<file path="src/sbmc_pkg.sv">
// Package for the system bus master control block: timing constants,
// pin group structs and decode codes.
// Assumes a 100 MHz pclk.
package sbmc_pkg;

	// ---------------------------------------------
	// Timing
	// ---------------------------------------------
	localparam int CLK_PERIOD_NS    = 10;
	localparam int TIMEOUT_US       = 22;
	localparam int INIT_DELAY_US    = 2;
	localparam int AUX_PULSE_NS     = 300;
	// Longest times round down, least times round up
	localparam int TIMEOUT_CYCLES   = (TIMEOUT_US * 1000) / CLK_PERIOD_NS;
	localparam int INIT_CYCLES      = (INIT_DELAY_US * 1000 + CLK_PERIOD_NS - 1) / CLK_PERIOD_NS;
	localparam int AUX_CYCLES       = (AUX_PULSE_NS + CLK_PERIOD_NS - 1) / CLK_PERIOD_NS;
	localparam int CNT_W            = 16;

	// ---------------------------------------------
	// Microbranch decode
	// ---------------------------------------------
	localparam int ACK_CODE_W       = 4;
	localparam int ACK_STROBES      = 16;
	localparam int ACK_USED         = 5;

	// ---------------------------------------------
	// APB status/control
	// ---------------------------------------------
	localparam logic [11:0] REG_CTRL   = 12'h000;
	localparam logic [11:0] REG_STATUS = 12'h004;
	localparam int CTRL_MASTER      = 0;
	localparam int CTRL_MANUAL      = 1;
	localparam int ST_BUSY          = 0;
	localparam int ST_HOLD          = 1;
	localparam int ST_TIMEOUT       = 2;
	localparam int ST_GRANT         = 3;
	localparam int ST_AUX           = 4;
	localparam logic [31:0] CTRL_RESET = 32'h0000_0001;

	// Bus pins seen by the block (inputs, already active high)
	typedef struct packed {
		logic bus_busy;
		logic np_grant;
		logic sel_ack;
		logic slave_sync;
		logic np_request;
		logic [3:0] bus_request;
	} sbmc_bus_in_t;

	// Bus pins driven by the block (active high, enable outside)
	typedef struct packed {
		logic assert_bus_busy;
		logic master_sync_out;
		logic bus_init;
		logic bus_error;
	} sbmc_bus_out_t;

	typedef enum logic [2:0] {
		XF_IDLE = 3'b001,
		XF_SYNC = 3'b010,
		XF_DONE = 3'b100
	} sbmc_xfer_t;

	typedef enum logic [2:0] {
		IN_IDLE = 3'b001,
		IN_WAIT = 3'b010,
		IN_INIT = 3'b100
	} sbmc_init_t;

endpackage : sbmc_pkg

</file>
<file path="src/sbmc_top.sv">
// System bus master control: busy hold, slave take-over, sync timeout,
// init delay, interrupt-ack decode, aux enable pulse and clock gating.
// Assumes bus pins are active high here; pads invert and drive outside.
//
// Summary of operation
// - Bus busy held through read-pause transfer
// - Hold flag drives busy, master or slave
// - Hold flag blocks grant flag when master
// - Slave keeps busy asserted until take-bus drops
// - Take-bus qualifies busy flag set input
// - Busy flag drives assert-busy output
// - Slave sync drops master sync on writes
// - Master sync starts 22 us timeout
// - Timeout flag feeds bus error
// - Maintenance stops clock, allows single step
// - Timeout unaffected by maintenance mode
// - Four-bit code to five strobes, enabled low
// - Aux enable pulse 300 ns wide
// - Aux enable early, clock keeps running
// - Aux request sets flag next edge
// - Aux entry also during move-byte
// - Bus init about 2 us after strobe
// - Busy, grant or select-ack block init
// - Console start enables processor clock
// - Slave ignores other requests
// - Slave never drives bus init
`timescale 1ns/1ns
module sbmc_top #(
	parameter int TIMEOUT_CYCLES = sbmc_pkg::TIMEOUT_CYCLES
) (
	// Clock and reset
	input  wire logic                  pclk,
	input  wire logic                  presetn,
	// APB slave
	input  wire logic                  psel,
	input  wire logic                  penable,
	input  wire logic                  pwrite,
	input  wire logic [11:0]           paddr,
	input  wire logic [31:0]           pwdata,
	output logic      [31:0]           prdata,
	output logic                       pready,
	output logic                       pslverr,
	// System bus pins
	input  sbmc_pkg::sbmc_bus_in_t     bus_in,
	output sbmc_pkg::sbmc_bus_out_t    bus_out,
	// Processor side
	input  wire logic                  xfer_start,
	input  wire logic                  xfer_write,
	input  wire logic                  xfer_readpause,
	input  wire logic                  slave_take_bus,
	input  wire logic                  np_grant_in,
	output logic                       xfer_done,
	output logic                       np_grant_flag,
	output logic                       request_seen,
	// Microbranch and aux control
	input  wire logic                  service_branch_enable,
	input  wire logic [3:0]            intr_ack_lookup,
	output logic      [4:0]            intr_ack_strobe,
	input  wire logic                  aux_control_request,
	input  wire logic                  move_byte,
	output logic                       aux_control_enable,
	input  wire logic                  init_branch_strobe,
	// Clock control
	input  wire logic                  console_start,
	input  wire logic                  clock_stop_request,
	input  wire logic                  single_step,
	output logic                       processor_clock_ungated
);

	// ---------------------------------------------
	// Pin synchronisers
	// ---------------------------------------------
	localparam int NSYNC = 10;
	logic [NSYNC-1:0] sync1;
	logic [NSYNC-1:0] sync2;
	wire  [NSYNC-1:0] raw_in = {bus_in.bus_busy, bus_in.np_grant, bus_in.sel_ack,
		bus_in.slave_sync, bus_in.np_request, bus_in.bus_request, console_start};

	always_ff @(posedge pclk or negedge presetn)
	begin
		if (!presetn)
		begin
			sync1 <= '0;
			sync2 <= '0;
		end
		else
		begin
			sync1 <= raw_in;
			sync2 <= sync1;
		end
	end

	wire s_busy      = sync2[9];
	wire s_grant     = sync2[8];
	wire s_sack      = sync2[7];
	wire any_slave_sync = sync2[6];
	wire s_npr       = sync2[5];
	wire [3:0] s_br  = sync2[4:1];
	wire s_start     = sync2[0];

	// ---------------------------------------------
	// APB registers
	// ---------------------------------------------
	logic [31:0] ctrl;
	wire  wr_en     = psel && penable && pwrite;
	wire  hit_ctrl  = paddr == sbmc_pkg::REG_CTRL;
	wire  hit_stat  = paddr == sbmc_pkg::REG_STATUS;
	wire  master_select       = ctrl[sbmc_pkg::CTRL_MASTER];
	wire  manual_clock_select = ctrl[sbmc_pkg::CTRL_MANUAL];

	always_ff @(posedge pclk or negedge presetn)
	begin
		if (!presetn)
			ctrl <= sbmc_pkg::CTRL_RESET;
		else if (wr_en && hit_ctrl)
			ctrl <= {30'h0000_0000, pwdata[1:0]};
	end

	logic readpause_hold_flag;
	logic bus_busy_flag;
	logic transfer_timeout_flag;
	logic [31:0] status;
	assign status = {27'h0000000, aux_control_enable, np_grant_flag,
		transfer_timeout_flag, readpause_hold_flag, bus_busy_flag};
	assign pready  = 1'b1;
	assign pslverr = psel && penable && !(hit_ctrl || hit_stat);
	assign prdata  = hit_ctrl ? ctrl : (hit_stat ? status : 32'h0000_0000);

	// ---------------------------------------------
	// Transfer sequencing
	// ---------------------------------------------
	sbmc_pkg::sbmc_xfer_t xf;
	sbmc_pkg::sbmc_xfer_t next_xf;
	logic write_cycle_flag;
	logic [sbmc_pkg::CNT_W-1:0] to_cnt;
	logic to_run;

	wire sync_end = any_slave_sync || (to_run && to_cnt == '0);

	always_comb
	begin
		next_xf = xf;
		unique case (xf)
			sbmc_pkg::XF_IDLE: if (xfer_start) next_xf = sbmc_pkg::XF_SYNC;
			sbmc_pkg::XF_SYNC: if (sync_end) next_xf = sbmc_pkg::XF_DONE;
			sbmc_pkg::XF_DONE: if (!any_slave_sync) next_xf = sbmc_pkg::XF_IDLE;
			default:           next_xf = sbmc_pkg::XF_IDLE;
		endcase
	end

	always_ff @(posedge pclk or negedge presetn)
	begin
		if (!presetn)
		begin
			xf               <= sbmc_pkg::XF_IDLE;
			write_cycle_flag <= 1'b0;
		end
		else
		begin
			xf <= next_xf;
			if (xf == sbmc_pkg::XF_IDLE && xfer_start)
				write_cycle_flag <= xfer_write;
		end
	end

	// Write drops sync combinationally the moment synchronised slave sync returns
	assign bus_out.master_sync_out = (xf == sbmc_pkg::XF_SYNC) &&
		!(write_cycle_flag && any_slave_sync);
	assign xfer_done = (xf == sbmc_pkg::XF_DONE) && !any_slave_sync;

	// ---------------------------------------------
	// Timeout: no manual-clock term, so it works in single step
	// ---------------------------------------------
	always_ff @(posedge pclk or negedge presetn)
	begin
		if (!presetn)
		begin
			to_cnt <= '0;
			to_run <= 1'b0;
			transfer_timeout_flag <= 1'b0;
		end
		else
		begin
			if (xf == sbmc_pkg::XF_IDLE && xfer_start)
			begin
				to_cnt <= sbmc_pkg::CNT_W'(TIMEOUT_CYCLES - 1);
				to_run <= 1'b1;
			end
			// Answered transfer stops the timer, so sync gone later is no timeout
			else if (to_run && to_cnt != '0 && xf == sbmc_pkg::XF_SYNC)
				to_cnt <= to_cnt - 1'b1;
			else
				to_run <= 1'b0;
			if (to_run && to_cnt == '0 && xf == sbmc_pkg::XF_SYNC)
				transfer_timeout_flag <= !any_slave_sync;
			else if (xf == sbmc_pkg::XF_IDLE && xfer_start)
				transfer_timeout_flag <= 1'b0;
		end
	end
	assign bus_out.bus_error = transfer_timeout_flag;

	// ---------------------------------------------
	// Busy, hold and grant
	// ---------------------------------------------
	always_ff @(posedge pclk or negedge presetn)
	begin
		if (!presetn)
		begin
			readpause_hold_flag <= 1'b0;
			bus_busy_flag       <= 1'b0;
			np_grant_flag       <= 1'b0;
		end
		else
		begin
			// Held from read-pause start until its write finishes
			if (xf == sbmc_pkg::XF_IDLE && xfer_start && xfer_readpause)
				readpause_hold_flag <= 1'b1;
			else if (xfer_done && write_cycle_flag)
				readpause_hold_flag <= 1'b0;
			// Slave sets busy on next clock after take-bus
			if (!master_select && slave_take_bus && !s_busy)
				bus_busy_flag <= 1'b1;
			else if (!slave_take_bus)
				bus_busy_flag <= 1'b0;
			if (master_select && np_grant_in && !readpause_hold_flag)
				np_grant_flag <= 1'b1;
			else if (!np_grant_in)
				np_grant_flag <= 1'b0;
		end
	end
	assign bus_out.assert_bus_busy = bus_busy_flag || readpause_hold_flag;

	assign request_seen = master_select && (s_npr || (|s_br));

	// ---------------------------------------------
	// Interrupt-ack microbranch decode
	// ---------------------------------------------
	function automatic logic [sbmc_pkg::ACK_STROBES-1:0] dec16(input logic [3:0] code);
		dec16 = sbmc_pkg::ACK_STROBES'(1) << code;
	endfunction : dec16

	wire [sbmc_pkg::ACK_STROBES-1:0] ack_all = service_branch_enable ?
		'0 : dec16(intr_ack_lookup);

	always_ff @(posedge pclk or negedge presetn)
	begin
		if (!presetn)
			intr_ack_strobe <= '0;
		else
			intr_ack_strobe <= ack_all[sbmc_pkg::ACK_USED-1:0];
	end

	// ---------------------------------------------
	// Aux control enable pulse
	// ---------------------------------------------
	logic [sbmc_pkg::CNT_W-1:0] aux_cnt;
	wire  aux_d = aux_control_request || (move_byte && aux_control_request);

	always_ff @(posedge pclk or negedge presetn)
	begin
		if (!presetn)
		begin
			aux_control_enable <= 1'b0;
			aux_cnt            <= '0;
		end
		else if (aux_d && !aux_control_enable)
		begin
			aux_control_enable <= 1'b1;
			aux_cnt <= sbmc_pkg::CNT_W'(sbmc_pkg::AUX_CYCLES - 1);
		end
		else if (aux_cnt != '0)
			aux_cnt <= aux_cnt - 1'b1;
		else
			aux_control_enable <= 1'b0;
	end

	// ---------------------------------------------
	// Reset instruction init delay
	// ---------------------------------------------
	sbmc_pkg::sbmc_init_t in_st;
	logic [sbmc_pkg::CNT_W-1:0] in_cnt;
	wire  in_block = s_busy || s_grant || s_sack;

	always_ff @(posedge pclk or negedge presetn)
	begin
		if (!presetn)
		begin
			in_st  <= sbmc_pkg::IN_IDLE;
			in_cnt <= '0;
		end
		else
		begin
			unique case (in_st)
				sbmc_pkg::IN_IDLE:
					if (init_branch_strobe && !in_block)
					begin
						in_st  <= sbmc_pkg::IN_WAIT;
						in_cnt <= sbmc_pkg::CNT_W'(sbmc_pkg::INIT_CYCLES - 1);
					end
				sbmc_pkg::IN_WAIT:
					if (in_cnt == '0)
						in_st <= sbmc_pkg::IN_INIT;
					else
						in_cnt <= in_cnt - 1'b1;
				sbmc_pkg::IN_INIT:
					if (!init_branch_strobe)
						in_st <= sbmc_pkg::IN_IDLE;
				default: in_st <= sbmc_pkg::IN_IDLE;
			endcase
		end
	end
	assign bus_out.bus_init = master_select && (in_st == sbmc_pkg::IN_INIT);

	// ---------------------------------------------
	// Processor clock enable
	// ---------------------------------------------
	// Aux mode does not stop the clock; only console start low, stop request and manual mode do
	assign processor_clock_ungated = s_start && !clock_stop_request &&
		(!manual_clock_select || single_step);

endmodule : sbmc_top

</file>
<file path="config.mk">
export PLATFORM = sky130hd
export DESIGN_NAME = sbmc_top
export DESIGN_NICKNAME = d
export VERILOG_FILES = /design/src/sbmc_pkg.sv /design/src/sbmc_top.sv
export SDC_FILE = /design/constraint.sdc
export NUM_CORES = 1
export LEC_CHECK = 0
export BUFFER_PORTS_ARGS = -buffer_cell sky130_fd_sc_hd__buf_4
export CORE_MARGIN = 5
export CORE_UTILIZATION = 49
export CTS_BUF_LIST = sky130_fd_sc_hd__clkbuf_16
export DETAILED_ROUTE_END_ITERATION = 12
export GPL_TIMING_DRIVEN = 0
export PLACE_DENSITY = 0.76
export SLEW_MARGIN = 25
export SYNTH_ARGS = -nofsm -noshare
export SYNTH_HDL_FRONTEND = slang
export SYNTH_SLANG_ARGS = --single-unit
</file>
<file path="constraint.sdc">
create_clock -name pclk -period 2.91 [get_ports pclk]
set_input_delay 0.291 -clock pclk [delete_from_list [all_inputs] [get_ports pclk]]
set_output_delay 0.291 -clock pclk [all_outputs]
set_load 0.02 [all_outputs]
</file>
# [Word level (Yosys, flattened, before mapping)]
# Cells that the tools add are included.
[totals] ff_bits=88
[op_classes] n_addsub=3 eq_ne=18 shift=1 mux=30 n_reduce_logical=57
[op_table] cell="$mux 16" n=6
[op_table] cell="$sub 16x1->16 const B" n=3
[op_table] cell="$logic_not 16->1" n=2
[op_table] cell="$pmux 16 s2" n=1
[op_table] cell="$reduce_bool 16->1" n=2
[op_table] cell="$logic_and 1x1->1" n=25
[op_table] cell="$mux 3" n=6
[op_table] cell="$ne 2x2->1 const B" n=9
[op_table] cell="$pmux 3 s3" n=2
[op_table] cell="$mux 5" n=3
[op_table] cell="$eq 12x3->1 const B" n=1
[op_table] cell="$logic_not 12->1" n=1
[op_table] cell="$mux 1" n=12
[op_table] cell="$logic_not 1->1" n=10
[op_table] cell="$reduce_bool 2->1" n=5
[op_table] cell="$reduce_and 3->1" n=3
[op_table] cell="$logic_or 1x1->1" n=8
[op_table] cell="$eq 3x1->1 const B" n=2
[op_table] cell="$eq 3x2->1 const B" n=2
[op_table] cell="$eq 3x3->1 const B" n=2
[op_table] cell="$shl 1x4->5 const A" n=1
[op_table] cell="$ne 2x1->1 const B" n=2
[op_table] cell="$reduce_or 4->1" n=1

# [Depth between registers and ports, before layout]
# Gate-level depths: netlist (run 1).
[logic_depth] word_depth=6 depth_mapped=8 ltp_nobuf=7

# [Worst setup path after synthesis (run 1)]
# Ideal clock, no wire load.
[synth_timing] kind="reg-to-reg" from="reg aux_cnt[0] (netlist name)" to="reg aux_cnt[14] (netlist name)" setup_time_ps=132 t_arrival_ps=2002 required_ps=2778 path_slack_ps=776 path_stages_with_launch=8 synth_period_minus_slack_ps=2134 cell_sequence="dfrtp_1 -> inv_1 -> ha_1 -> or4b_1 -> or3_1 -> or3_1 -> mux2i_1 -> nor2_1"
[synth_between] elab_chain_len=3 word_cells_on_any_way=5 cone_classes="add/sub: 1; mux: 2; reduce/logical: 2"
[synth_rtl] element="start: declaration" line="sbmc_top.sv:256" rtl="logic [sbmc_pkg::CNT_W-1:0] aux_cnt;"
[synth_rtl] element="start signal: assignment" line="sbmc_top.sv:269" rtl="aux_cnt <= sbmc_pkg::CNT_W'(sbmc_pkg::AUX_CYCLES - 1);"
[synth_rtl] element="start signal: assignment" line="sbmc_top.sv:272" rtl="aux_cnt <= aux_cnt - 1'b1;"
[synth_rtl] element="$sub 16x1->16" line="sbmc_top.sv:272"
[synth_rtl] element="$mux 16" line="sbmc_top.sv:271" rtl="else if (aux_cnt != '0)"
[synth_rtl] element="$mux 16" line="sbmc_top.sv:266" rtl="else if (aux_d && !aux_control_enable)"
# Parallel ways exist; a longest one is shown, timed or not. The select of a mux whose other input is x is not followed.
# A chain may end at the register's enable or synchronous reset.

# [Final worst setup path (run 1)]
[layout_timing] from="reg in_cnt[0] (netlist name)" to="reg in_cnt[0] (netlist name)"
[layout_between] elab_chain_len=3 word_cells_on_any_way=6 cone_classes="add/sub: 1; eq/ne: 1; mux: 2; reduce/logical: 2"
[layout_rtl] element="start: declaration" line="sbmc_top.sv:281" rtl="logic [sbmc_pkg::CNT_W-1:0] in_cnt;"
[layout_rtl] element="start signal: assignment" line="sbmc_top.sv:298" rtl="in_cnt <= sbmc_pkg::CNT_W'(sbmc_pkg::INIT_CYCLES - 1);"
[layout_rtl] element="start signal: assignment" line="sbmc_top.sv:304" rtl="in_cnt <= in_cnt - 1'b1;"
[layout_rtl] element="$sub 16x1->16 or $logic_not 16->1 (tied branches)" line="sbmc_top.sv:304, sbmc_top.sv:301"
[layout_rtl] element="$mux 16 or $ne 2x2->1 (tied branches)"
[layout_rtl] element="$pmux 16 s2 or $reduce_and 3->1 (tied branches)"
# Parallel ways exist; a longest one is shown, timed or not. The select of a mux whose other input is x is not followed.

==> results of run 1 <==
cell families after synthesis:
| kind of cell | Yosys count |
|---|---|
| DFF | 88 |
| muxes | 15 |
| xor gates and xnor gates | 18 |
| other | 2 |
| buffers and inverters | 44 |
| and+or+nand+nor | 182 |
| adders and majority gates | 3 |
| AOI/OAI and AO/OA | 51 |
cells in the final DEF, fill, tap and decap left out, drive strengths merged, types with 12 or more instances in the layout:
cell type,instances
conb,28
nor2,40
or3,13
clkbuf,16
a21oi,14
buf,92
mux2i,12
xnor2,13
nor3,18
nor4,16
nand2,30
dfrtp,85
o21ai,12
registers in the layout, summed over array words and instances (netlist names):
register	cells
xf	3
bus_busy_flag	1
to_cnt	16
aux_control_enable	1
write_cycle_flag	1
in_st	3
np_grant_flag	1
aux_cnt	16
to_run	1
in_cnt	16
transfer_timeout_flag	1
intr_ack_strobe	5
sync1	10
readpause_hold_flag	1
sync2	10
ctrl	2
critical path: stages, from the launching register on:
cell	delay (ps)
dfrtp_1	400
inv_1	90
ha_1	190
nor4b_1	430
nand2b_1	280
o21ai_0	500
nand2_1	130
mux2_2	290
cell type report:
class                           instances  share of cell area [%]
Buffer                                 36                   4.698
Clock inverter                          7                   1.518
Timing Repair Buffer                   64                   9.540
Clock buffer                            9                   4.336
Sequential cell                        88                   42.47
Multi-Input combinational cell        297                   34.33
Tap cell                              105                   2.530
Inverter                                8                  0.5782
repair_timing:
| action | in CTS | in global routing |
|---|---|---|
| hold buffers | 1 | 0 |
| gates resized for setup | 0 | 0 |
| endpoints found under the hold margin | 44 | 0 |
power groups by stage:
stage | logic [µW] | clock network, µW | registers, µW
after floorplan | 347 | 0 | 1480
after global placement | 477 | 0 | 1500
after detailed placement | 498 | 0 | 1510
after CTS | 502 | 1190 | 1490
after global routing | 562 | 1240 | 1520
final | 496 | 1170 | 1490
per-stage QoR:
stage	total power [µW]	utilization (%)
after detailed placement	2008	59.09
after global routing	3322	62.89
after CTS	3184	62.89
after global placement	1981	58.85
final	3154	62.89
after floorplan	1827	-
final timing paths:
kind                       cells after the start                     end  slack [ps]                  start
setup / recovery                               7   in_cnt[0]$_DFFE_PN0P_         490  in_cnt[0]$_DFFE_PN0P_
hold / removal                                 1      sync1[1]$_DFF_PN0_          50              bus_in[0]
setup reg to reg                               7   in_cnt[0]$_DFFE_PN0P_         490  in_cnt[0]$_DFFE_PN0P_
hold reg to reg                                0      sync2[3]$_DFF_PN0_         350     sync1[3]$_DFF_PN0_
max in group asynchronous                      3     ctrl[0]$_DFFE_PN1P_        1730                presetn
min in group asynchronous                      2  aux_cnt[0]$_DFFE_PN0P_         500                presetn
layer usage:
layer | track usage, % | up-vias | share of wire (%)
li1 | - | 1592 | -
met1 | 22.42 | 1541 | 44
met2 | 27.74 | 108 | 46
met3 | 3.481 | 14 | 7.9
met4 | 7.669 | 0 | 1.9
met5 | 0 | - | 0
==> metrics.txt, run 1 <==
adder and majority cell fraction of the synthesized area=0.9012%; Synth Flop Type=dfrtp_1; main combinational cell family by area after synthesis=simple AND/OR/NAND/NOR gates; 1st-iter DRT viols=118; worst path arrival time=2640 ps; worst skew pair latency=340 ps; xor/xnor share of the synthesized area=3.785%; final WL=8491 µm; port bufs=62; Nets=approximately 580; Setup crit end kind=flip-flop; dpl hpwl=6304 µm; maximum VDD drop=432.1 µV; # clock sinks=88; via/cell ratio=5.301; drt wl/cell=13.83 µm; Area growth, synth to finish=24.69%; Pwr Density=607.3 mW/mm²; io pins=122; largest net degree at the start of global routing=47; pre-CTS setup slack=571.0 ps; Logic pwr share=15.7%; Lkg Pwr=0.002350 µW; Die Width=102.2 µm; first-pass GRT wire length=14230 µm; GPL Wtd Cong=0.8251; cell internal pwr=2262 µW; clock root buffer=clkbuf_16; core box area=0.008258 mm²; Highest Clock Rate=~410 MHz; final setup skew=9.081 ps; Post-synth top cells=dfrtp_1 (85), nor2_1 (40), nand2_1 (30), buf_4 (29), nor3_1 (18); # Max-Cap Violations=0; async set-reset flop share out of synthesis=100.0%; via count=3255; synthesized area=0.004165 mm²; post-CTS setup repair buffer count=0; crit start category=flip-flop; dpl cell area=between 0.004 and 0.005 mm²; ANT cells=0; part of the power in registers=a little under half; Layout Cells excl Fill=614; Slew Viols, Final=0; total gr overflow=0; Yosys top cell area share=roughly half; initial antenna violation count=0; final setup fails=0; cell area after layout=between 0.005 and 0.006 mm²; clock-pin slew on the worst setup and hold paths=70 ps; Synth area leaders=dfrtp_1 (51%), buf_4 (5.2%), nor2_1 (3.6%); hold_ws=around 54 ps; post-synthesis compound-gate area fraction=7.930%; EDFF count, synth=0; critical path class=reg2reg; Core Rows=33; Final Hold Viols=0; Clock power frac=37.0%; FF/Latch Area=0.002206 mm²; DIE HEIGHT=102.2 µm; worst path required time=3130 ps; Synth cell types=49; Switching Share=between 20 and 30%; synth warn=0; DP Cell Count=597; worst relative slew slack=about 40%; worst-margin pin slew=893.1 ps; post-route setup slack=about 500 ps; area leader, netlist=dfrtp_1; Initial Utilization=50.44%; DRC Markers=0; syn_area_per_cell=a little over 10 µm²; min Tclk post-route=2419 ps; DRT Pass-1 Iters=4; RSZ-0062 raised after global routing=false; Setup TNS Final=0 ps; status=finished clean; critical path peak fanout=8; CTS buffer count=9; class of the worst hold path=in2reg; clk buf depth=2; global-route usage over all layers=17.16%; sequential share of the synthesized area=a little over half; simple-gate area share of the yosys netlist=23.97%; Yosys reg bits=88; switching power=~900 µW; multi-input logic area=0.001783 mm²; post-route ant nets=0; CTS tree=built; final worst-path cycle share=83.13%; vias in the first global route=around 3100; most common cell in the netlist=dfrtp_1; Die Area=0.01044 mm²; Mapped Cells=403; post-synthesis mux area share=3.695%; fill cell count=677; H-tree levels=3; share of layout cells above drive strength 1=between 20% and 30%
Note: power is estimated with default switching activity, not from simulation.
==> run 2: changes to the inputs <==
==> constraint.sdc (replaced) <==
create_clock -name pclk -period 2.5 [get_ports pclk]
set_input_delay 0.25 -clock pclk [delete_from_list [all_inputs] [get_ports pclk]]
set_output_delay 0.25 -clock pclk [all_outputs]
set_load 0.02 [all_outputs]
==> metrics.txt, run 2 (same netlist as run 1, synthesis figures left out) <==
final setup fails=0 (unchanged); 1st-iter DRT viols=118 (unchanged); via/cell ratio=5.303 (about the same); clock-pin slew on the worst setup and hold paths=70 ps (about the same); Area growth, synth to finish=24.69% (unchanged); most frequent cells in the layout=buf_4 (91), dfrtp_1 (85), nor2_1 (40); Pwr Density=707.0 mW/mm² (+16%); worst relative slew slack=39.91% (unchanged); critical path's top delay family=simple AND/OR/NAND/NOR gates; # Max-Cap Violations=0 (unchanged); drt wl/cell=13.87 µm (+0.28%); worst path arrival time=2500 ps (-140 ps); critical path peak fanout=4 (-4); status=finished clean; CTS tree=built; dpl hpwl=6304 µm (unchanged); GPL Wtd Cong=0.8251 (unchanged); port bufs=62 (unchanged); cells along the critical path=inv_1 > ha_1 > or4b_1 > or3_1 > or3_1 > mux2i_1 > nor2_1; Final Hold Viols=0 (unchanged); min Tclk post-route=2292 ps (-126.9 ps); Core Rows=33 (unchanged); # clock sinks=88 (unchanged); first-pass GRT wire length=14230 µm (unchanged); DIE HEIGHT=102.2 µm (unchanged); post-CTS setup repair buffer count=0 (unchanged); final worst-path cycle share=91.69% (+8.6 points); Nets=581 (unchanged); dpl cell area=0.004880 mm² (unchanged); clk buf depth=2 (unchanged); class of the worst hold path=in2reg; via count=3256 (+0.031%); final setup skew=9.081 ps (-0.0003300 ps); largest net degree at the start of global routing=47 (unchanged); Buf/Inv on CP=1 (unchanged); ANT cells=0 (unchanged); worst path required time=2710 ps (-420 ps); Die Area=0.01044 mm² (unchanged); critical path's largest stage delay=510 ps (about the same); CP max stage cell=or4b_1; vias in the first global route=3108 (unchanged); Largest regs=aux_cnt x16, in_cnt x16, to_cnt x16; Highest Clock Rate=436.3 MHz (+5.5%); crit start category=flip-flop; Slew Viols, Final=0 (unchanged); maximum VDD drop=503.0 µV (+16%); CTS buffer count=9 (unchanged); initial antenna violation count=0 (unchanged); global-route usage over all layers=17.16% (unchanged); worst skew pair latency=340 ps (about the same); RSZ-0062 raised after global routing=false; cell area after layout=0.005194 mm² (unchanged); Die Width=102.2 µm (unchanged); share of layout cells above drive strength 1=23.77% (unchanged); Setup crit end kind=flip-flop; Initial Utilization=50.44% (unchanged); H-tree levels=3 (unchanged); total gr overflow=0 (unchanged); Lkg Pwr=0.002350 µW (about the same); DRC Markers=0 (unchanged); critical path class=reg2reg; DRT Pass-1 Iters=4 (unchanged); core box area=0.008258 mm² (unchanged); clock root buffer=clkbuf_16; final WL=8515 µm (+0.28%); worst-margin pin slew=893.1 ps (unchanged); Crit path top cell by count=or3_1; post-route ant nets=0 (unchanged); Setup TNS Final=0 ps (unchanged); most common cell after layout, fill and taps aside=buf_4; io pins=122 (unchanged)
[run 2: cell counts in the layout (fill, tap and decap cells not counted)]
No cell type changed its count.
[run 2: final timing paths]
check / from / endpoint / cells past startpoint / slack, ps
max: aux_cnt[0]$_DFFE_PN0P_ / aux_cnt[14]$_DFFE_PN0P_ / 7 / 210
min: bus_in[0] / sync1[1]$_DFF_PN0_ / 1 / 10
max reg2reg: aux_cnt[0]$_DFFE_PN0P_ / aux_cnt[14]$_DFFE_PN0P_ / 7 / 210
min reg2reg: sync1[3]$_DFF_PN0_ / sync2[3]$_DFF_PN0_ / 0 / 350
max in group asynchronous: presetn / ctrl[0]$_DFFE_PN1P_ / 3 / 1360
min in group asynchronous: presetn / aux_cnt[0]$_DFFE_PN0P_ / 2 / 460
[run 2: metrics by stage]
step                worst slack [ps]  std cells  utilization (%)  hold WS (ps)  total power [µW]
floorplan                      365.9        429                -        -45.59              2127
global placement               253.6        596            58.85         332.5              2306
detailed placement             175.2        597            59.09         292.8              2338
CTS                            123.7        614            62.89         4.499              3706
global route                   38.75        614            62.89        0.4426              3867
finish                         207.9        614            62.89         12.68              3672
[run 2: final cells by class]
type	instances	area [µm²]
repair buffers	64	495.5
clock buffers	9	225.2
flip-flops and latches	88	2206
plain buffers	36	244.0
inverters	8	30.03
fillers	677	3064
well taps	105	131.4
clock inverters	7	78.83
multi-input cells	297	1783
[run 2: what timing repair did]
item / in CTS / in global routing
gates resized for setup: 0 / 1
hold buffers: 1 / 0
hold endpoints to repair: 44 / 0
endpoints found under the setup margin: 0 / 3
[run 2: per-layer routing]
layer  global-route usage [%]  share of wire (%)  wire, µm
met5                        0                  0         0
met4                    7.669                1.9       161
met3                    3.481                7.7       657
met2                    27.74                 46      3919
met1                    22.42                 44      3776
[run 2: report_power, final]
group | switching [µW] | leakage [µW] | internal, µW
logic | 316 | 0.00114 | 262
registers | 151 | 0.00106 | 1590
clock network | 572 | 0.000146 | 786
total | 1040 | 0.00235 | 2630
